[config.mk]
export PLATFORM = sky130hd
export DESIGN_NAME = fwpl_core
export DESIGN_NICKNAME = d
export VERILOG_FILES = /design/src/fwpl_pkg.sv /design/src/fwpl_core.sv /design/src/fwpl_region_decode.sv /design/src/fwpl_sync.sv
export VERILOG_INCLUDE_DIRS = /design/src
export SDC_FILE = /design/constraint.sdc
export NUM_CORES = 1
export LEC_CHECK = 0
export BUFFER_PORTS_ARGS = -buffer_cell sky130_fd_sc_hd__buf_2
export CAP_MARGIN = 20
export CELL_PAD_IN_SITES_DETAIL_PLACEMENT = 2
export CELL_PAD_IN_SITES_GLOBAL_PLACEMENT = 2
export CORE_MARGIN = 3
export CORE_UTILIZATION = 40
export CTS_CLUSTER_DIAMETER = 120
export DETAILED_ROUTE_END_ITERATION = 6
export GPL_ROUTABILITY_DRIVEN = 0
export PLACE_DENSITY = 0.85
export SLEW_MARGIN = 5
export SYNTH_ARGS = -nofsm -noshare
export SYNTH_HDL_FRONTEND = slang
export SYNTH_SLANG_ARGS = --single-unit
export TNS_END_PERCENT = 50
[constraint.sdc]
create_clock -name clk_sys -period 17.2 [get_ports clk_sys]
set_input_delay 1.72 -clock clk_sys [delete_from_list [all_inputs] [get_ports clk_sys]]
set_output_delay 1.72 -clock clk_sys [all_outputs]
set_load 0.01 [all_outputs]
[src/fwpl_cfg.svh]
// Purpose: Constants for the flash write-protection logic.
// Assumes: 4 MB array, 22-bit byte address, 64 KB blocks.
// Notes: Opcodes are plain defaults; the command set is not fixed here.
`ifndef FWPL_CFG_SVH
`define FWPL_CFG_SVH

`define FWPL_ADDR_W 22
`define FWPL_CNT_W 12
`define FWPL_ARRAY_LAST 22'h3FFFFF
`define FWPL_ZERO_ADDR 22'h000000
`define FWPL_SIZE_ONE 23'h000001
`define FWPL_BLK_LSB 16
`define FWPL_BLK_MSB 21
`define FWPL_NUM_BLOCKS 64

// Region size exponents: 64 KB steps and 4 KB steps, 32 KB cap
`define FWPL_BLK_SHIFT_BASE 5'h0F
`define FWPL_SEC_SHIFT_BASE 5'h0B
`define FWPL_SEC_SHIFT_MAX 5'h0F
`define FWPL_BP_LOW_NONE 3'h0
`define FWPL_BP_LOW_ALL 3'h7

// Erase and program granules as address masks
`define FWPL_MASK_PAGE 22'h0000FF
`define FWPL_MASK_SECTOR 22'h000FFF
`define FWPL_MASK_B32 22'h007FFF
`define FWPL_MASK_B64 22'h00FFFF

// Frame lengths in bits
`define FWPL_LEN_OP 12'h008
`define FWPL_LEN_SR1 12'h010
`define FWPL_LEN_SR2 12'h018
`define FWPL_LEN_ADDR 12'h020
`define FWPL_LEN_PP_MIN 12'h028
`define FWPL_CNT_MAX 12'hFFF

// Byte slots within a frame
`define FWPL_SLOT_OP 9'h000
`define FWPL_SLOT_A2 9'h001
`define FWPL_SLOT_A1 9'h002
`define FWPL_SLOT_A0 9'h003
`define FWPL_BIT_LAST 3'h7

// Opcodes
`define FWPL_OPC_WRITE_ENABLE_COMMAND 8'h06
`define FWPL_OPC_WRDI 8'h04
`define FWPL_OPC_WRSR 8'h01
`define FWPL_OPC_PP 8'h02
`define FWPL_OPC_SE 8'h20
`define FWPL_OPC_BE32 8'h52
`define FWPL_OPC_BE64 8'hD8
`define FWPL_OPC_CE 8'h60
`define FWPL_OPC_CE_ALT 8'hC7
`define FWPL_OPC_DP 8'hB9
`define FWPL_OPC_RDP 8'hAB
`define FWPL_OPC_BLK_LOCK 8'h36
`define FWPL_OPC_BLK_UNLOCK 8'h39
`define FWPL_OPC_ALL_LOCK 8'h7E
`define FWPL_OPC_ALL_UNLOCK 8'h98

// Status layout, byte 1 then byte 2
`define FWPL_SR_BP_LSB 2
`define FWPL_SR_BP_MSB 6
`define FWPL_SR_STATUS_PROTECT_BIT_0 7
`define FWPL_SR2_STATUS_PROTECT_BIT_1 0
`define FWPL_SR2_WPS 2
`define FWPL_SR2_CMP 6
`define FWPL_SR_RESET 9'h000

`endif

[src/fwpl_pkg.sv]
// Purpose: Types shared by the write-protection logic.
// Assumes: Constants come from fwpl_cfg.svh.
// Notes: None.
package fwpl_pkg;

  typedef enum logic [2:0] {
    FWPL_OP_PAGE = 3'b000,
    FWPL_OP_SECTOR = 3'b001,
    FWPL_OP_BLOCK32 = 3'b010,
    FWPL_OP_BLOCK64 = 3'b011,
    FWPL_OP_CHIP = 3'b100
  } fwpl_op_type;

  typedef struct packed {
    fwpl_op_type op;
    logic [21:0] addr;
  } fwpl_array_cmd_type;

  typedef struct packed {
    logic none;
    logic [21:0] lo;
    logic [21:0] hi;
  } fwpl_region_type;

  typedef struct packed {
    logic status_protect_bit_1;
    logic status_protect_bit_0;
    logic per_block_lock_select;
    logic protect_complement;
    logic [4:0] block_protect;
  } fwpl_status_type;

endpackage

[src/fwpl_core.sv]
// Purpose: Command front end and write-protection gate of a serial NOR flash.
// Assumes: SPI mode 0/3 pins sampled by clk_sys; link clock well below clk_sys/4.
// Notes: Emits accepted array operations; the array itself sits outside.
// Contract
// - Top protect bit clear: protect top or bottom 1/64..1/2 in 64 KB blocks.
// - Low protect code 000 protects nothing, 111 protects the whole array.
// - Top protect bit set: 4/8/16/32 KB region; 10x and 110 give 32 KB.
// - Complement bit inverts the region; 000 protects all, 111 nothing.
// - Discard program or erase touching any protected address.
// - Individual lock bits count only while per-block lock select is one.
// - All individual lock bits are set after power-up.
// - Data-changing commands need the write-enable latch set first; global lock and unlock (7E, 98) are obeyed without it.
// - Write-protect pin low freezes the block-protect and status-protect bits.
// - In deep power-down only the release command is obeyed.
// - Command length must be whole bytes, ending on a byte boundary.
// - Reset forces the command machine to standby.
// - Array changes only after a complete, exact command sequence.
// - After reset the status register reads zero.
// - Misaligned chip-select release rejects the command, state unchanged.
`timescale 1ns/1ps
`include "fwpl_cfg.svh"
module fwpl_core
  import fwpl_pkg::*;
#(
  parameter int NUM_BLOCKS = `FWPL_NUM_BLOCKS
) (
  input wire logic clk_sys,
  input wire logic resetn,
  input wire logic clk_en,
  input wire logic spi_cs_n,
  input wire logic spi_sclk,
  input wire logic spi_si,
  input wire logic wp_n,
  output fwpl_array_cmd_type array_cmd,
  output logic array_cmd_valid,
  output logic cmd_reject,
  output logic write_enable_latch,
  output logic deep_power_down,
  output fwpl_status_type status,
  output logic [NUM_BLOCKS-1:0] block_lock
);
  typedef enum logic [1:0] {
    FWPL_ST_STANDBY = 2'b00,
    FWPL_ST_SHIFT = 2'b01,
    FWPL_ST_IGNORE = 2'b10
  } fwpl_state_type;

  logic [2:0] pins_sync;
  logic cs_n_s, sclk_s, si_s;
  logic wp_n_s;
  logic cs_n_d_reg, sclk_d_reg;
  logic cs_fall, cs_rise, sclk_rise;
  fwpl_state_type state_reg;
  logic [`FWPL_CNT_W-1:0] bit_cnt_reg;
  logic [7:0] shift_reg;
  logic [7:0] shift_next;
  logic [7:0] opcode_reg;
  logic [21:0] addr_reg;
  logic [7:0] sr1_byte_reg, sr2_byte_reg;
  logic [8:0] slot;
  logic byte_done;
  fwpl_region_type region;

  fwpl_sync #(.WIDTH(3), .RESET_VAL(3'h5)) u_spi_sync (
    .clk_sys(clk_sys),
    .resetn(resetn),
    .clk_en(clk_en),
    .async_in({spi_cs_n, spi_sclk, spi_si}),
    .sync_out(pins_sync)
  );

  fwpl_sync #(.WIDTH(1), .RESET_VAL(1'b1)) u_wp_sync (
    .clk_sys(clk_sys),
    .resetn(resetn),
    .clk_en(clk_en),
    .async_in(wp_n),
    .sync_out(wp_n_s)
  );

  assign cs_n_s = pins_sync[2];
  assign sclk_s = pins_sync[1];
  assign si_s = pins_sync[0];

  always_ff @(posedge clk_sys or negedge resetn) begin
    if (!resetn) begin
      cs_n_d_reg <= 1'b1;
      sclk_d_reg <= 1'b0;
    end else if (clk_en) begin
      cs_n_d_reg <= cs_n_s;
      sclk_d_reg <= sclk_s;
    end
  end

  assign cs_fall = cs_n_d_reg && !cs_n_s;
  assign cs_rise = !cs_n_d_reg && cs_n_s;
  assign sclk_rise = !sclk_d_reg && sclk_s && !cs_n_s;
  assign shift_next = {shift_reg[6:0], si_s};
  assign slot = bit_cnt_reg[11:3];
  assign byte_done = sclk_rise && (bit_cnt_reg[2:0] == `FWPL_BIT_LAST);

  // Frame state; reset and every frame end return to standby
  always_ff @(posedge clk_sys or negedge resetn) begin
    if (!resetn) begin
      state_reg <= FWPL_ST_STANDBY;
    end else if (clk_en) begin
      unique case (state_reg)
        FWPL_ST_STANDBY: begin
          if (cs_fall) begin
            state_reg <= FWPL_ST_SHIFT;
          end
        end
        FWPL_ST_SHIFT: begin
          if (cs_rise) begin
            state_reg <= FWPL_ST_STANDBY;
          end else if (byte_done && slot == `FWPL_SLOT_OP && deep_power_down
                       && shift_next != `FWPL_OPC_RDP) begin
            state_reg <= FWPL_ST_IGNORE;
          end
        end
        FWPL_ST_IGNORE: begin
          if (cs_rise) begin
            state_reg <= FWPL_ST_STANDBY;
          end
        end
        default: begin
          state_reg <= FWPL_ST_STANDBY;
        end
      endcase
    end
  end

  // Bit counter and byte capture
  always_ff @(posedge clk_sys or negedge resetn) begin
    if (!resetn) begin
      bit_cnt_reg <= '0;
      shift_reg <= 8'h00;
      opcode_reg <= 8'h00;
      addr_reg <= `FWPL_ZERO_ADDR;
      sr1_byte_reg <= 8'h00;
      sr2_byte_reg <= 8'h00;
    end else if (clk_en) begin
      if (cs_fall) begin
        bit_cnt_reg <= '0;
      end else if (state_reg == FWPL_ST_SHIFT && sclk_rise) begin
        shift_reg <= shift_next;
        if (bit_cnt_reg != `FWPL_CNT_MAX) begin
          bit_cnt_reg <= bit_cnt_reg + 12'h001;
        end
        if (byte_done) begin
          unique case (slot)
            `FWPL_SLOT_OP: opcode_reg <= shift_next;
            `FWPL_SLOT_A2: begin
              addr_reg[21:16] <= shift_next[5:0];
              sr1_byte_reg <= shift_next;
            end
            `FWPL_SLOT_A1: begin
              addr_reg[15:8] <= shift_next;
              sr2_byte_reg <= shift_next;
            end
            `FWPL_SLOT_A0: addr_reg[7:0] <= shift_next;
            default: begin
            end
          endcase
        end
      end
    end
  end

  fwpl_region_decode u_region (
    .block_protect(status.block_protect),
    .protect_complement(status.protect_complement),
    .region(region)
  );

  // Decode of the finished frame, valid in the cs_rise cycle
  logic frame_ok;
  logic len_op, len_addr, len_sr1, len_sr2, len_pp, aligned;
  logic is_array_op;
  fwpl_op_type op_kind;
  logic [21:0] op_mask, op_lo, op_hi;
  logic region_hit, lock_hit, op_protected;

  assign aligned = (bit_cnt_reg[2:0] == 3'h0);
  assign len_op = (bit_cnt_reg == `FWPL_LEN_OP);
  assign len_sr1 = (bit_cnt_reg == `FWPL_LEN_SR1);
  assign len_sr2 = (bit_cnt_reg == `FWPL_LEN_SR2);
  assign len_addr = (bit_cnt_reg == `FWPL_LEN_ADDR);
  assign len_pp = aligned && (bit_cnt_reg >= `FWPL_LEN_PP_MIN);
  assign frame_ok = cs_rise && state_reg == FWPL_ST_SHIFT;

  always_comb begin
    is_array_op = 1'b0;
    op_kind = FWPL_OP_PAGE;
    op_mask = `FWPL_MASK_PAGE;
    unique case (opcode_reg)
      `FWPL_OPC_PP: begin
        is_array_op = len_pp;
      end
      `FWPL_OPC_SE: begin
        is_array_op = len_addr;
        op_kind = FWPL_OP_SECTOR;
        op_mask = `FWPL_MASK_SECTOR;
      end
      `FWPL_OPC_BE32: begin
        is_array_op = len_addr;
        op_kind = FWPL_OP_BLOCK32;
        op_mask = `FWPL_MASK_B32;
      end
      `FWPL_OPC_BE64: begin
        is_array_op = len_addr;
        op_kind = FWPL_OP_BLOCK64;
        op_mask = `FWPL_MASK_B64;
      end
      `FWPL_OPC_CE, `FWPL_OPC_CE_ALT: begin
        is_array_op = len_op;
        op_kind = FWPL_OP_CHIP;
        op_mask = `FWPL_ARRAY_LAST;
      end
      default: begin
      end
    endcase
  end

  // Whole granule is checked; a page never straddles a 4 KB region edge
  assign op_lo = addr_reg & ~op_mask;
  assign op_hi = addr_reg | op_mask;
  assign region_hit = !region.none && op_lo <= region.hi && op_hi >= region.lo;
  assign lock_hit = (op_kind == FWPL_OP_CHIP) ? |block_lock
                    : block_lock[op_lo[`FWPL_BLK_MSB:`FWPL_BLK_LSB]];
  assign op_protected = status.per_block_lock_select ? lock_hit : region_hit;

  logic accept_array;
  assign accept_array = frame_ok && is_array_op && write_enable_latch
                        && !op_protected;

  // Array command issue
  always_ff @(posedge clk_sys or negedge resetn) begin
    if (!resetn) begin
      array_cmd_valid <= 1'b0;
      array_cmd <= '0;
    end else if (clk_en) begin
      array_cmd_valid <= accept_array;
      if (accept_array) begin
        array_cmd.op <= op_kind;
        array_cmd.addr <= op_lo;
      end
    end
  end

  // Rejected: misaligned end, unknown length, missing latch or protected
  logic known_ok;
  always_comb begin
    unique case (opcode_reg)
      `FWPL_OPC_WRITE_ENABLE_COMMAND, `FWPL_OPC_WRDI, `FWPL_OPC_DP, `FWPL_OPC_RDP,
      `FWPL_OPC_ALL_LOCK, `FWPL_OPC_ALL_UNLOCK: known_ok = len_op;
      `FWPL_OPC_WRSR: known_ok = (len_sr1 || len_sr2) && write_enable_latch;
      `FWPL_OPC_BLK_LOCK, `FWPL_OPC_BLK_UNLOCK: known_ok = len_addr && write_enable_latch;
      default: known_ok = accept_array;
    endcase
  end

  always_ff @(posedge clk_sys or negedge resetn) begin
    if (!resetn) begin
      cmd_reject <= 1'b0;
    end else if (clk_en) begin
      cmd_reject <= frame_ok && !known_ok;
    end
  end

  logic wrsr_ok;
  assign wrsr_ok = frame_ok && opcode_reg == `FWPL_OPC_WRSR
                   && (len_sr1 || len_sr2) && write_enable_latch;

  // Write-enable latch: dropped after any accepted data-changing command
  always_ff @(posedge clk_sys or negedge resetn) begin
    if (!resetn) begin
      write_enable_latch <= 1'b0;
    end else if (clk_en && frame_ok) begin
      if (opcode_reg == `FWPL_OPC_WRITE_ENABLE_COMMAND && len_op) begin
        write_enable_latch <= 1'b1;
      end else if (opcode_reg == `FWPL_OPC_WRDI && len_op) begin
        write_enable_latch <= 1'b0;
      end else if (accept_array || wrsr_ok) begin
        write_enable_latch <= 1'b0;
      end else if (known_ok && opcode_reg != `FWPL_OPC_DP
                   && opcode_reg != `FWPL_OPC_RDP) begin
        write_enable_latch <= 1'b0;
      end
    end
  end

  // Status bits; a one-byte write leaves the second byte untouched
  always_ff @(posedge clk_sys or negedge resetn) begin
    if (!resetn) begin
      status <= `FWPL_SR_RESET;
    end else if (clk_en && wrsr_ok) begin
      if (wp_n_s) begin
        status.block_protect <= sr1_byte_reg[`FWPL_SR_BP_MSB:`FWPL_SR_BP_LSB];
        status.status_protect_bit_0 <= sr1_byte_reg[`FWPL_SR_STATUS_PROTECT_BIT_0];
        if (len_sr2) begin
          status.status_protect_bit_1 <= sr2_byte_reg[`FWPL_SR2_STATUS_PROTECT_BIT_1];
        end
      end
      if (len_sr2) begin
        status.per_block_lock_select <= sr2_byte_reg[`FWPL_SR2_WPS];
        status.protect_complement <= sr2_byte_reg[`FWPL_SR2_CMP];
      end
    end
  end

  // Individual lock bits
  always_ff @(posedge clk_sys or negedge resetn) begin
    if (!resetn) begin
      block_lock <= '1;
    end else if (clk_en && frame_ok && known_ok) begin
      unique case (opcode_reg)
        `FWPL_OPC_BLK_LOCK: block_lock[addr_reg[`FWPL_BLK_MSB:`FWPL_BLK_LSB]] <= 1'b1;
        `FWPL_OPC_BLK_UNLOCK: block_lock[addr_reg[`FWPL_BLK_MSB:`FWPL_BLK_LSB]] <= 1'b0;
        `FWPL_OPC_ALL_LOCK: block_lock <= '1;
        `FWPL_OPC_ALL_UNLOCK: block_lock <= '0;
        default: begin
        end
      endcase
    end
  end

  // Deep power-down; ignored frames never reach frame_ok
  always_ff @(posedge clk_sys or negedge resetn) begin
    if (!resetn) begin
      deep_power_down <= 1'b0;
    end else if (clk_en && frame_ok && len_op) begin
      if (opcode_reg == `FWPL_OPC_DP) begin
        deep_power_down <= 1'b1;
      end else if (opcode_reg == `FWPL_OPC_RDP) begin
        deep_power_down <= 1'b0;
      end
    end
  end

endmodule

[src/fwpl_region_decode.sv]
// Purpose: Decode block-protect and complement bits into one address range.
// Assumes: 4 MB array; every region, and its complement, is contiguous.
// Notes: Purely combinational.
`timescale 1ns/1ps
`include "fwpl_cfg.svh"
module fwpl_region_decode
  import fwpl_pkg::*;
(
  input wire logic [4:0] block_protect,
  input wire logic protect_complement,
  output fwpl_region_type region
);
  logic [2:0] low_code;
  logic [4:0] size_shift;
  logic [22:0] size;
  logic [21:0] size_m1;
  logic plain_none;
  logic plain_all;

  assign low_code = block_protect[2:0];
  assign plain_none = (low_code == `FWPL_BP_LOW_NONE);
  assign plain_all = (low_code == `FWPL_BP_LOW_ALL);

  always_comb begin
    if (block_protect[4]) begin
      // Codes 10x and 110 all land on the 32 KB cap
      size_shift = `FWPL_SEC_SHIFT_BASE + {2'h0, low_code};
      if (size_shift > `FWPL_SEC_SHIFT_MAX) begin
        size_shift = `FWPL_SEC_SHIFT_MAX;
      end
    end else begin
      size_shift = `FWPL_BLK_SHIFT_BASE + {2'h0, low_code};
    end
  end

  assign size = `FWPL_SIZE_ONE << size_shift;
  assign size_m1 = size[21:0] - 22'h000001;

  always_comb begin
    region.none = 1'b0;
    region.lo = `FWPL_ZERO_ADDR;
    region.hi = `FWPL_ARRAY_LAST;
    if (!protect_complement) begin
      if (plain_none) begin
        region.none = 1'b1;
      end else if (!plain_all) begin
        if (block_protect[3]) begin
          region.hi = size_m1;
        end else begin
          region.lo = `FWPL_ARRAY_LAST - size_m1;
        end
      end
    end else begin
      // Complement of a top region is the rest below, and vice versa
      if (plain_all) begin
        region.none = 1'b1;
      end else if (!plain_none) begin
        if (block_protect[3]) begin
          region.lo = size_m1 + 22'h000001;
        end else begin
          region.hi = `FWPL_ARRAY_LAST - size_m1 - 22'h000001;
        end
      end
    end
  end
endmodule

[src/fwpl_sync.sv]
// Purpose: Two-stage synchroniser for pin inputs.
// Assumes: Inputs are asynchronous to clk_sys.
// Notes: First stage feeds only the second stage.
`timescale 1ns/1ps
`include "fwpl_cfg.svh"
module fwpl_sync #(
  parameter int WIDTH = 1,
  parameter logic [WIDTH-1:0] RESET_VAL = '0
) (
  input wire logic clk_sys,
  input wire logic resetn,
  input wire logic clk_en,
  input wire logic [WIDTH-1:0] async_in,
  output logic [WIDTH-1:0] sync_out
);
  logic [WIDTH-1:0] meta_reg;

  always_ff @(posedge clk_sys or negedge resetn) begin
    if (!resetn) begin
      meta_reg <= RESET_VAL;
      sync_out <= RESET_VAL;
    end else if (clk_en) begin
      meta_reg <= async_in;
      sync_out <= meta_reg;
    end
  end
endmodule
After elaboration in Yosys (flattened, before gate mapping) --
Cells that the tools add are included.
Word-level totals: output and inout port bits 102, register bits 171, bits in writable memories 0, bits in read-only memories 0, memories 0, bits in latches 0
Operators by class: div/mod/pow operators 0, order comparisons 7, multipliers 0, mux-type cells 38, equality and inequality tests 34, reductions and logical operators 67, bitwise logic cells 7, shifts and indexed selects 1, $add $sub $neg 7
Operators with widths (count):
- $pmux W64 S4 | 1
- $mux W44 | 4
- $mux W22 | 4
- $pmux W22 S4 | 1
- $and A64 B64 Y64 | 1
- $not A64 Y64 | 1
- $or A64 B64 Y64 | 1
- $reduce_or A64 Y1 | 1
- $mux W45 | 1
- $sub A22 B1 Y22 const B | 2
- $eq A8 B8 Y1 const B | 5
- $mux W12 | 3
- $logic_and A1 B1 Y1 | 31
- $eq A12 B5 Y1 const B | 2
- $eq A8 B6 Y1 const B | 3
- $eq A8 B7 Y1 const B | 3
- $ne A8 B8 Y1 const B | 3
- $add A22 B1 Y22 const B | 1
- $and A22 B22 Y22 | 1
- $ge A22 B22 Y1 | 1
- $le A22 B22 Y1 | 1
- $not A22 Y22 | 1
- $or A22 B22 Y22 | 1
- $shl A1 B5 Y22 const A | 1
- 43 further kinds | 87

Logic depth before layout (Yosys ltp) --
Gate-level depths: netlist (run 1).
depth after elaboration 25, depth in mapped cells 30, gate-level depth less buffers 26

Cells and area by module --
From an unflattened synthesis (run 1), not the netlist that was laid out.
Second synthesis, totals: cell total of the unflattened synthesis 1246, area total of the unflattened synthesis 10974.3 um2
Modules (own cells, without submodules):
- fwpl_core | area an instance 8917.3 um2, cells an instance 959, instances 1
- fwpl_region_decode | area an instance 1725.4 um2, cells an instance 270, instances 1
- fwpl_sync at u_spi_sync | area an instance 256.5 um2, cells an instance 13, instances 1
- fwpl_sync at u_wp_sync | area an instance 75.1 um2, cells an instance 4, instances 1

Least setup slack after synthesis (run 1) --
OpenSTA, ideal clock, no wires.
path type flip-flop to flip-flop, from register status[0] (netlist name), to register array_cmd[10] (netlist bit), required time 17.075 ns, setup time 0.125 ns, stages on the path, launching flop included 27, period minus slack after synthesis 6.083 ns, arrival time 5.957 ns, setup slack 11.117 ns, path buffers 3, path through dfrtp_1 -> buf_4 -> inv_1 -> ha_1 -> inv_1 -> ha_1 -> o21bai_1 -> and2_1 -> nor4_1 -> nand3_1 -> ha_1 -> clkbuf_1 -> nor3_1 -> a21o_1 -> a31oi_1 -> or4_4 -> o31ai_4 -> xnor2_1 -> or3_1 -> ha_1 -> nand4_1 -> or4_1 -> o41ai_1 -> o22ai_1 -> o2111ai_2 -> buf_6 -> mux2_4
On the way: word-level cells in the longest chain between the ends 19, elaborated cells between the ends (all ways) 32, those cells by class 6 x add/sub; 3 x order compare; 1 x eq/ne; 1 x shift; 14 x mux; 7 x reduce/logical
RTL lines:
- $add A4 B3 Y5 (no line)
- $gt A5 B4 Y1 (no line)
- $mux W5 | line fwpl_region_decode.sv:28 | if (size_shift > `FWPL_SEC_SHIFT_MAX) begin
- $mux W5 | line fwpl_region_decode.sv:25 | if (block_protect[4]) begin
- $shl A1 B5 Y22 (no line)
- $sub A22 B1 Y22 | line fwpl_region_decode.sv:37 | assign size_m1 = size[21:0] - 22'h000001;
- $sub A22 B22 Y22 (no line)
- $sub A22 B1 Y22 (no line)
- [3 not listed]
- $mux W45 (*) | line fwpl_region_decode.sv:43 | if (!protect_complement) begin
- $le A22 B22 Y1 | line fwpl_core.sv:227 | assign region_hit = !region.none && op_lo <= region.hi && op_hi >= region.lo;
- $logic_and A1 B1 Y1 | line fwpl_core.sv:227
- $logic_and A1 B1 Y1 (*) | line fwpl_core.sv:227
- $mux W1 (*) | line fwpl_core.sv:230 | assign op_protected = status.per_block_lock_select ? lock_hit : region_hit;
- $logic_not A1 Y1 (*) | line fwpl_core.sv:234 | && !op_protected;
- $logic_and A1 B1 Y1 (*) | line fwpl_core.sv:234
- $reduce_and A2 Y1 (no line) (*)
- end, declared | line fwpl_core.sv:34 | output fwpl_array_cmd_type array_cmd,
Every way passes the cells marked *; elsewhere a longest branch is shown, timed or not. A chain may end at the register's enable or synchronous reset.

Final worst setup path (run 1) --
from register status[0] (netlist name), to register array_cmd[21] (netlist bit)
On the way: word-level cells in the longest chain between the ends 19, elaborated cells between the ends (all ways) 32, those cells by class 6 x add/sub; 3 x order compare; 1 x eq/ne; 1 x shift; 14 x mux; 7 x reduce/logical
RTL lines (line):
- $add A4 B3 Y5 (no line)
- $gt A5 B4 Y1 (no line)
- $mux W5 | fwpl_region_decode.sv:28
- $mux W5 | fwpl_region_decode.sv:25
- $shl A1 B5 Y22 (no line)
- $sub A22 B1 Y22 | fwpl_region_decode.sv:37
- $sub A22 B22 Y22 (no line)
- $sub A22 B1 Y22 (no line)
- [3 not listed]
- $mux W45 (*) | fwpl_region_decode.sv:43
- $le A22 B22 Y1 | fwpl_core.sv:227
- $logic_and A1 B1 Y1 | fwpl_core.sv:227
- $logic_and A1 B1 Y1 (*) | fwpl_core.sv:227
- $mux W1 (*) | fwpl_core.sv:230
- $logic_not A1 Y1 (*) | fwpl_core.sv:234
- $logic_and A1 B1 Y1 (*) | fwpl_core.sv:234
- $reduce_and A2 Y1 (no line) (*)
Marks and branches as above.

==> results of run 1 <==
-- synthesized netlist by cell type, types with 14 or more instances --
cell type	n
nand4_1	14
mux2_2	55
clkbuf_1	55
dfrtp_1	78
dfstp_2	71
a21oi_1	148
o21ai_0	151
nor2_1	66
buf_4	17
nand3_1	33
nor4_1	26
nor2b_1	21
ha_1	38
nand2_1	63
nand2b_1	22
inv_1	18
and2_1	15
-- kinds of logic (layout without fill, tap and decap cells) --
logic type | count (synthesis) | count (layout)
buffers and inverters | 109 | 162
multiplexers | 88 | 88
AO/OA/AOI/OAI | 377 | 377
XOR/XNOR | 25 | 25
flip-flops | 149 | 149
other | 1 | 8
adder cells (fa/ha/maj) | 38 | 38
AND/OR/NAND/NOR | 333 | 333
-- worst max-delay path: cells and delay by family (launching register included) --
family,cells,cell delay (ns)
buf+inv,3,0.57
simple gates,8,2.96
fa+ha+maj,4,1.23
mux,1,0.35
xor+xnor,1,0.10
flops,1,0.53
compound gates,7,1.23
-- final timing paths --
path | cells past startpoint | slack [ns] | from | to
max | 24 | 10.10 | status[0]$_DFFE_PN0P_ | array_cmd[21]$_DFFE_PN0P_
max in group asynchronous | 2 | 14.44 | resetn | opcode_reg[2]$_DFFE_PN0P_
min in group asynchronous | 1 | 1.28 | resetn | array_cmd[17]$_DFFE_PN0P_
min reg2reg | 2 | 0.49 | array_cmd[24]$_DFFE_PN0P_ | array_cmd[24]$_DFFE_PN0P_
min | 2 | 0.49 | array_cmd[24]$_DFFE_PN0P_ | array_cmd[24]$_DFFE_PN0P_
max reg2reg | 24 | 10.10 | status[0]$_DFFE_PN0P_ | array_cmd[21]$_DFFE_PN0P_
-- area by class of cell --
type	instances	area, µm²	share of cell area (%)
Multi-Input combinational cell	869	5812	51.59
Sequential cell	149	3817	33.88
Timing Repair Buffer	112	596.8	5.298
Clock buffer	20	446.7	3.965
Tap cell	324	405.4	3.598
Clock inverter	12	120.1	1.066
Inverter	18	67.56	0.5997
-- per-layer routing --
layer  track usage, %  up-vias
met2            49.53      329
met5                0        -
met1            40.22     5084
li1                 -     4193
met3            4.690       64
met4            9.340        0
-- metrics by stage --
step                setup WS [ns]  utilization [%]  total power [mW]  hold WS [ns]
floorplan                   11.12                -            0.4012        0.4750
global placement            10.63            43.61            0.4207        0.4744
detailed placement          10.20            43.61            0.4240        0.4785
CTS                         10.20            45.92            0.8012        0.4944
global route                9.552            45.92            0.8212        0.5195
finish                      10.10            45.92            0.7975        0.4899
-- placed cells by master, fill, tap and decap left out, types with 10 or more instances in the layout --
cell and n:
a21oi_1 147, and2_1 14, and3_1 12, buf_2 99, buf_4 12, clkbuf_16 17
dfrtp_1 78, dfstp_2 71, ha_1 38, inv_1 18, mux2_2 55, mux2_4 13
mux4_2 10, nand2_1 63, nand2b_1 22, nand3_1 32, nand4_1 14, nor2_1 66
nor2b_1 21, nor3_1 13, nor4_1 26, o21ai_0 151, or3_1 13, xnor2_1 12
xor2_1 13
-- power groups by stage --
stage	Sequential (mW)	Combinational, mW	Clock, mW
floorplan	0.377	0.0247	0
global placement	0.384	0.0371	0
detailed placement	0.385	0.0394	0
CTS	0.379	0.0406	0.381
global route	0.381	0.0450	0.395
finish	0.380	0.0396	0.378
==> reports/qor.csv, run 1 <==
metric,value,unit
Layout area overhead,11.66,%
Synth Area in XOR/XNOR,2.170,%
max FFs per register,64,
Worst setup EP type,flip-flop,
total CTS buffers,17,
Max-Cap Viols,0,
Tmin final,7.100,ns
met3 wire len,2238,µm
synth top area cells,"dfrtp_1, dfstp_2, o21ai_0, a21oi_1, mux2_2",
DR pass1 iterations,5,
number of synthesized register bits,149,
Max IR drop VDD,48.28,µV
leading area contributor after synthesis,dfrtp_1,
Placed Cells,1472,
DR WL/cell,26.82,µm
simple-gate share of the synthesized area,17.68,%
DRT iter0 DRCs,887,
via count of the first global-routing pass,10410,
row count,57,
root buffer cell,clkbuf_16,
worst-path cell chain,"inv_1, ha_1, inv_1, ha_1, o21bai_1, and2_1, nor4_1, nand3_1, ha_1, nor3_1, a21o_1, a31oi_1, or4_4, o31ai_4, xnor2_1, or3_1, ha_1, nand4_1, or4_1, o41ai_1, o22ai_1, o2111ai_2, buf_4, mux2_1",
post-CTS resize count,0,
Sequential Power Share,47.7,%
RSZ-0062 raised after global routing,false,
core footprint,24530,µm²
setup bufs post-CTS,0,
met2 WL,19600,µm
Post-synth EDFFs,0,
Longest Clk Path Bufs,2,
startpoint types,flip-flop,
layout cell share with drive strength beyond 1,26.36,%
ys async rst share,100.0,%
sequential share of the synthesized area,37.83,%
Slew @ Worst Pin,1.106,ns
Die ar.,27170,µm²
Netlist cell types,84,
fin cells,1504,
gr ovfl total,0,
clock latency on the worst-skew pair,0.44,ns
Final setup viols,0,
hpwl dp,26530,µm
Yosys warning count,0,
nets@finish,1212,
CTS tree,yes,
Synth Cell Area,10090,µm²
max incr delay on CP,0.62,ns
Critical Path Slowest Stage Cell,or4_4,
"Arr. time, crit path",7.43,ns
complex-gate fraction of the synthesized area,21.25,%
Final Cycle Share,41.28,%
first-pass GRT wire length,62670,µm
via count,9670,
CP required,17.53,ns
pin count of the biggest net entering global routing,80,
Logic pwr share,5.0,%
Crit Path Class,flip-flop to flip-flop,
Area after DPL,10700,µm²
"Hold-fix buffers, CTS",0,
Clock Power Share,47.4,%
DRC Markers,0,
worst hold path type,flip-flop to flip-flop,
diode count,0,
Routed WL,40340,µm
crit path max fanout,21,
All-Layer GR Usage,29.90,%
sw frac,26.99,%
top_reg_cell synth,dfrtp_1,
Synth Instances,1120,
outcome,"finished, final reports clean",
most frequent CP cell,ha_1,
"Hold Vio Cnt, Final",0,
Synth top area share,19.35,%
PD cells,70.79,nW/µm²
Filler cells,2679,
post-route antenna net violation count,0,
Starting Density,41.13,%
"Clk pin slew, worst setup/hold paths",0.07,ns
Pleak,5.008,nW
post-synthesis adder-cell area fraction,4.712,%
Ports,109,
Max Slew Vio Count,0,
slew margin rel.,26.24,%
CTS sink count,149,
H-tree Lvls,4,
setup_tns,0,ns
I/O Buffers,100,
top layer in use,met4,
die width,164.8,µm
DRT met1 WL,17480,µm
initial antenna violation count,0,
Fmax,140.8,MHz
Die H,164.8,µm
DR vias/cell,6.430,
Psw,0.2152,mW
multiplexer share of the synthesized area,11.31,%
syn avg cell area,9.009,µm²
cell area after layout,11270,µm²
Int Pwr,0.5823,mW
largest family of logic cells by synthesized area,compound AO/OA/AOI/OAI gates,
Fin Clk Skew,0.01235,ns
(Power assumes the default switching activity.)
==> run 2: changes to the inputs <==
--- a/config.mk
+++ b/config.mk
@@ -11,11 +11,11 @@
 export CELL_PAD_IN_SITES_DETAIL_PLACEMENT = 2
 export CELL_PAD_IN_SITES_GLOBAL_PLACEMENT = 2
 export CORE_MARGIN = 3
-export CORE_UTILIZATION = 40
+export CORE_UTILIZATION = 37
 export CTS_CLUSTER_DIAMETER = 120
 export DETAILED_ROUTE_END_ITERATION = 6
 export GPL_ROUTABILITY_DRIVEN = 0
-export PLACE_DENSITY = 0.85
+export PLACE_DENSITY = 0.8
 export SLEW_MARGIN = 5
 export SYNTH_ARGS = -nofsm -noshare
 export SYNTH_HDL_FRONTEND = slang
==> constraint.sdc (replaced) <==
create_clock -name clk_sys -period 6.57 [get_ports clk_sys]
set_input_delay 0.657 -clock clk_sys [delete_from_list [all_inputs] [get_ports clk_sys]]
set_output_delay 0.657 -clock clk_sys [all_outputs]
set_load 0.01 [all_outputs]
==> run 2 against run 1 <==
Count of clock-buffer cells in the layout unchanged; utilization is 2.6 points lower; clock skew down 0.0020 ns; register-to-register slack got worse by 9.8 ns; via count decreased by 1.3%; total power increased to 2.7 times the previous value; worst setup slack worse by 9.8 ns; critical path depth did not move; routed wire length grew 1.2%; final cell count increased by 1.2%; non-clock buffer count grew 7; sequential share of layout area shrank 0.57 points; largest cell class unchanged.
==> reports/qor.csv, run 2 (same netlist as run 1, synthesis figures left out) <==
metric,value,unit,change
Logic pwr share,4.8,%,-0.2 points
Die H,171.1,µm,+3.8%
hpwl dp,26210,µm,-1.2%
DR pass1 iterations,5,,unchanged
Routed WL,40840,µm,+1.2%
Max-Cap Viols,0,,unchanged
row count,59,,+3.5%
Worst R2R Setup Slack,0.28,ns,-9.82 ns
setup_tns,0,ns,unchanged
cell area after layout,11460,µm²,+1.7%
DRC Markers,0,,unchanged
PD cells,188.7,nW/µm²,+170%
Sequential Power Share,45.7,%,-2.0 points
"CP delay by family, top",simple AND/OR/NAND/NOR gates,,
layout cell share with drive strength beyond 1,27.04,%,+0.69 points
Reg2Reg Launch Point,status[0]$_DFFE_PN0P_,,
DRT iter0 DRCs,849,,-4.3%
Crit Path Class,flip-flop to flip-flop,,
total CTS buffers,17,,unchanged
via count of the first global-routing pass,10310,,-0.93%
sw frac,24.95,%,-2.0 points
Critical path origin,status[0]$_DFFE_PN0P_,,
Max Slew Vio Count,0,,unchanged
"leading cell type in the layout, fill and taps excluded",o21ai_0,,
pin count of the biggest net entering global routing,92,,+15%
max FFs per register,64,,unchanged
Fmax,159.0,MHz,+13%
CP endpoint,array_cmd[21]$_DFFE_PN0P_,,
Layout area overhead,13.58,%,
FF-to-FF End,array_cmd[21]$_DFFE_PN0P_,,
max incr delay on CP,0.63,ns,about the same
Worst setup EP type,flip-flop,,
Reg2Reg Depth,24,,unchanged
"Hold Vio Cnt, Final",0,,unchanged
CTS sink count,149,,unchanged
first-pass GRT wire length,63280,µm,+0.98%
All-Layer GR Usage,27.90,%,-2.0 points
Max IR drop VDD,120.0,µV,+150%
Final Cycle Share,95.72,%,+54 points
most frequent cells in the layout,"o21ai_0, a21oi_1, buf_2",,
Die ar.,29290,µm²,+7.8%
I/O Buffers,100,,unchanged
Placed Cells,1489,,+1.2%
Starting Density,38.18,%,-2.9 points
"Hold-fix buffers, CTS",0,,unchanged
die width,171.1,µm,+3.8%
root buffer cell,clkbuf_16,,
crit path max fanout,11,,-48%
Pleak,5.085,nW,+1.5%
WP buf/inv,3,,unchanged
worst-path cell chain,"inv_1, ha_1, inv_1, ha_1, nor2_1, a21o_2, and2_1, nand3_1, ha_1, nor3_1, a21o_1, a31oi_1, or4_4, o21ai_1, xnor2_1, or3_1, ha_1, nand4_1, or4_1, o41ai_2, o22ai_2, o2111ai_4, buf_12, mux2_1",,
DR WL/cell,26.84,µm,about the same
"Arr. time, crit path",6.60,ns,-0.83 ns
H-tree Lvls,4,,unchanged
outcome,"finished, final reports clean",,
clock latency on the worst-skew pair,0.44,ns,about the same
setup bufs post-CTS,0,,unchanged
"Clk pin slew, worst setup/hold paths",0.07,ns,about the same
initial antenna violation count,0,,unchanged
Slew @ Worst Pin,0.8908,ns,-0.2156 ns
via count,9541,,-1.3%
Longest Clk Path Bufs,2,,unchanged
diode count,0,,unchanged
DR vias/cell,6.269,,-2.5%
most frequent CP cell,ha_1,,
Area after DPL,10760,µm²,+0.55%
CTS tree,yes,,
gr ovfl total,0,,unchanged
Tmin final,6.289,ns,-0.8114 ns
Final Util,43.36,%,-2.6 points
startpoint types,flip-flop,,
Int Pwr,1.623,mW,+180%
fin cells,1522,,+1.2%
Clock Power Share,49.5,%,+2.1 points
slew margin rel.,40.61,%,+14 points
core footprint,26430,µm²,+7.7%
Critical Path Slowest Stage Cell,or4_4,,
CP required,6.88,ns,-10.65 ns
Fin Clk Skew,0.01035,ns,-0.001992 ns
nets@finish,1219,,+0.58%
Psw,0.5397,mW,+150%
Final setup viols,0,,unchanged
post-route antenna net violation count,0,,unchanged
Stages on worst setup path,24,,unchanged
worst hold path type,primary input to asynchronous set/reset pin,,
Ports,109,,unchanged
## run 2: layout make-up
| cell class | count | area (µm²) |
|---|---|---|
| Clock buffer | 20 | 436.7 |
| Clock inverter | 12 | 181.4 |
| Fill cell | 2863 | 14970 |
| Inverter | 18 | 67.56 |
| Multi-Input combinational cell | 869 | 5858 |
| Sequential cell | 149 | 3817 |
| Tap cell | 335 | 419.2 |
| Timing Repair Buffer | 119 | 679.4 |
## run 2: repair_timing
action,CTS,global route
pin swaps,0,2
setup endpoints to repair,14,20
gates resized for setup,1,10
gates cloned,0,1
## run 2: metrics by stage
stage | setup WS [ns] | total power, mW | hold slack [ns]
after detailed placement | 0.03386 | 1.106 | 0.4869
after CTS | 0.02022 | 2.183 | 0.3385
final | 0.2810 | 2.163 | 0.2991
after global routing | -0.02243 | 2.237 | 0.3585
after floorplan | 0.4875 | 1.050 | 0.3614
after global placement | 0.4582 | 1.098 | 0.4644
## run 2: worst reg2reg max path, delay by kind of cell (launching register included)
family                     cells  cell delay [ns]
buffers and inverters          3             0.37
xor gates and xnor gates       1             0.12
adders and majority gates      4             1.03
muxes                          1             0.35
and+or+nand+nor                8             2.56
DFF                            1             0.39
AOI/OAI and AO/OA              7             1.34
## run 2: power groups by stage
stage / clock network, mW / logic (mW) / registers [mW]
after global routing: 1.13 / 0.118 / 0.993
final: 1.07 / 0.103 / 0.989
after detailed placement: 0 / 0.103 / 1.00
after floorplan: 0 / 0.0647 / 0.986
after global placement: 0 / 0.0973 / 1.00
after CTS: 1.09 / 0.106 / 0.989
## run 2: metal layers
| metal | share of wire, % | GRT usage, % | vias to the layer above |
|---|---|---|---|
| met1 | 44 | 38.01 | 4978 |
| met5 | 0 | 0 | - |
| met2 | 49 | 45.88 | 304 |
| met4 | 2.4 | 8.642 | 0 |
| met3 | 4.9 | 4.367 | 70 |
| li1 | - | - | 4189 |
## run 2: worst min path at each step
stage,end,depth (start not counted),slack (ns),start
floorplan,addr_reg[10]$_DFFE_PN0P_,0,0.36,resetn
global placement,array_cmd[24]$_DFFE_PN0P_,2,0.46,array_cmd[24]$_DFFE_PN0P_
detailed placement,array_cmd[24]$_DFFE_PN0P_,2,0.49,array_cmd[24]$_DFFE_PN0P_
CTS,bit_cnt_reg[7]$_DFFE_PN0P_,1,0.34,resetn
global route,bit_cnt_reg[7]$_DFFE_PN0P_,1,0.36,resetn
finish,bit_cnt_reg[7]$_DFFE_PN0P_,1,0.30,resetn
==> run 3: changes to the inputs <==
--- a/config.mk
+++ b/config.mk
@@ -16,6 +16,7 @@
 export DETAILED_ROUTE_END_ITERATION = 6
 export GPL_ROUTABILITY_DRIVEN = 0
 export PLACE_DENSITY = 0.8
+export REMOVE_ABC_BUFFERS = 1
 export SLEW_MARGIN = 5
 export SYNTH_ARGS = -nofsm -noshare
 export SYNTH_HDL_FRONTEND = slang
==> run 3 against run 2 <==
Combinational power is essentially flat; global-route usage decreased by 0.31 points; final area increased by 0.34%; maximum frequency rose by 0.67%; critical path depth did not move; sequential power about the same; largest cell class unchanged; clock skew grew 0.0020 ns; sequential cell count unchanged; clock power increased by 8%; routed wire length fell by 1.2%.
==> reports/qor.csv, run 3 (same netlist as run 1, synthesis figures left out) <==
metric,value,unit,change
outcome,"finished, final reports clean",,
worst hold slack,0.2551,ns,-0.04400 ns
Int Pwr,1.714,mW,+5.6%
diode count,0,,unchanged
initial antenna violation count,0,,unchanged
"Arr. time, crit path",6.56,ns,-0.04 ns
slew margin rel.,32.65,%,-8.0 points
max FFs per register,64,,unchanged
DR pass1 iterations,5,,unchanged
Routed WL,40370,µm,-1.2%
via count of the first global-routing pass,10500,,+1.8%
post-route antenna net violation count,0,,unchanged
Sequential Power Share,43.9,%,-1.8 points
Final Util,43.51,%,+0.15 points
H-tree Lvls,4,,unchanged
Critical Path Slowest Stage Cell,or4_4,,
"Clk pin slew, worst setup/hold paths",0.07,ns,about the same
root buffer cell,clkbuf_16,,
Die ar.,29290,µm²,unchanged
Psw,0.5436,mW,+0.74%
final worst slack,0.3230,ns,+0.04201 ns
max incr delay on CP,0.63,ns,about the same
Ports,109,,unchanged
worst-path cell chain,"inv_1, ha_1, inv_1, ha_1, o21bai_1, and2_1, nor4_4, nand3_1, ha_1, nor3_1, a21o_1, a31oi_1, or4_4, o21ai_1, xnor2_1, or3_1, ha_1, nand4_1, or4_1, o41ai_1, o22ai_2, o2111ai_4, buf_4, mux2_1",,
PD cells,196.3,nW/µm²,+4.0%
worst hold path type,primary input to asynchronous set/reset pin,,
hpwl dp,26250,µm,+0.15%
setup_tns,0,ns,unchanged
Worst setup EP type,flip-flop,,
Starting Density,38.18,%,unchanged
Layout area overhead,13.96,%,
total CTS buffers,17,,unchanged
FF-to-FF End,array_cmd[21]$_DFFE_PN0P_,,
fin cells,1521,,-0.066%
"Hold Vio Cnt, Final",0,,unchanged
via count,9604,,+0.66%
most frequent CP cell,ha_1,,
CP required,6.89,ns,about the same
M3 GR Usage,4.367,%,unchanged
sw frac,24.08,%,-0.87 points
layout cell share with drive strength beyond 1,27.15,%,+0.11 points
gr ovfl total,0,,unchanged
RSZ-0062 raised after global routing,false,,
Max-Cap Viols,0,,unchanged
pin count of the biggest net entering global routing,77,,-16%
CTS tree,yes,,
Pleak,5.115,nW,+0.60%
die width,171.1,µm,unchanged
I/O Buffers,100,,unchanged
first-pass GRT wire length,62710,µm,-0.89%
row count,59,,unchanged
Placed Cells,1489,,unchanged
Max Slew Vio Count,0,,unchanged
Fmax,160.1,MHz,+0.67%
core footprint,26430,µm²,unchanged
most frequent cells in the layout,"o21ai_0, a21oi_1, buf_2",,
Max IR drop VDD,119.5,µV,-0.45%
routing usage on met1,34.79,%,-3.2 points
routing usage on met2,47.43,%,+1.6 points
"CP delay by family, top",simple AND/OR/NAND/NOR gates,,
Top Usage Layer GRT,met2,,
cell area after layout,11500,µm²,+0.34%
All-Layer GR Usage,27.59,%,-0.31 points
DR WL/cell,26.54,µm,-1.1%
Worst R2R Setup Slack,0.32,ns,+0.04 ns
pre-CTS WS,-0.2582,ns,-0.2920 ns
crit path max fanout,6,,-5
CTS sink count,149,,unchanged
Logic pwr share,4.6,%,-0.2 points
Crit Path Class,flip-flop to flip-flop,,
Pwr Total,2.258,mW,+4.4%
Area after DPL,10760,µm²,unchanged
Tmin final,6.247,ns,-0.04201 ns
Fin Clk Skew,0.01239,ns,+0.002036 ns
Clock Power Share,51.5,%,+2.0 points
DRC Markers,0,,unchanged
Longest Clk Path Bufs,2,,unchanged
clock latency on the worst-skew pair,0.44,ns,about the same
WP buf/inv,3,,unchanged
"leading cell type in the layout, fill and taps excluded",o21ai_0,,
Die H,171.1,µm,unchanged
Final Cycle Share,95.08,%,-0.64 points
DRT iter0 DRCs,584,,-31%
Reg2Reg Depth,24,,unchanged
Final setup viols,0,,unchanged
Slew @ Worst Pin,1.010,ns,+0.1195 ns
startpoint types,flip-flop,,
nets@finish,1219,,unchanged
Reg2Reg Launch Point,status[0]$_DFFE_PN0P_,,
DR vias/cell,6.314,,+0.73%
Stages on worst setup path,24,,unchanged
==> run 3: area by class of cell <==
type,instances,area [µm²]
Sequential cell,149,3817
Tap cell,335,419.2
Fill cell,2893,14930
Multi-Input combinational cell,869,5854
Clock inverter,9,157.7
Clock buffer,22,529.3
Timing Repair Buffer,119,653.1
Inverter,18,67.56
==> run 3: routing by layer <==
metal  up-vias  share of wire, %  wire, µm
met5         -                 0         0
met3        85               4.0      1634
met1      5024                42     17100
met2       293                50     20200
li1       4202                 -         -
met4         0               3.5      1433
==> run 3: worst register-to-register path, delay by kind of cell (launching register included) <==
family	cells	cell delay [ns]
muxes	1	0.33
DFF	1	0.38
AOI/OAI and AO/OA	7	1.30
and+or+nand+nor	8	2.60
buffers and inverters	3	0.36
xor gates and xnor gates	1	0.16
adders and majority gates	4	0.99
==> run 3: power groups by stage <==
stage	clock [mW]	combinational (mW)	sequential (mW)
after floorplan	0	0.0599	0.986
after global placement	0	0.0976	1.00
after detailed placement	0	0.102	1.00
after CTS	1.18	0.107	0.990
after global routing	1.22	0.118	0.993
final	1.16	0.105	0.991
==> run 3: how the worst max path moves through the flow <==
stage	startpoint	endpoint	slack (ns)
2_1_floorplan	status[0]$_DFFE_PN0P_	array_cmd[21]$_DFFE_PN0P_	0.08
4_1_cts	status[0]$_DFFE_PN0P_	array_cmd[8]$_DFFE_PN0P_	0.02
5_1_grt	status[0]$_DFFE_PN0P_	array_cmd[23]$_DFFE_PN0P_	0.07
6_report	status[0]$_DFFE_PN0P_	array_cmd[21]$_DFFE_PN0P_	0.32
3_5_place_dp	status[0]$_DFFE_PN0P_	array_cmd[24]$_DFFE_PN0P_	-0.26
3_3_place_gp	status[0]$_DFFE_PN0P_	array_cmd[22]$_DFFE_PN0P_	0.21
==> run 3: what timing repair did <==
action | 4_1_cts | 5_1_grt
buffers inserted | 0 | 1
endpoints found under the hold margin | 0 | 0
setup endpoints to repair | 14 | 20
gates cloned | 0 | 0
hold buffers | 0 | 0
resized for setup | 2 | 7
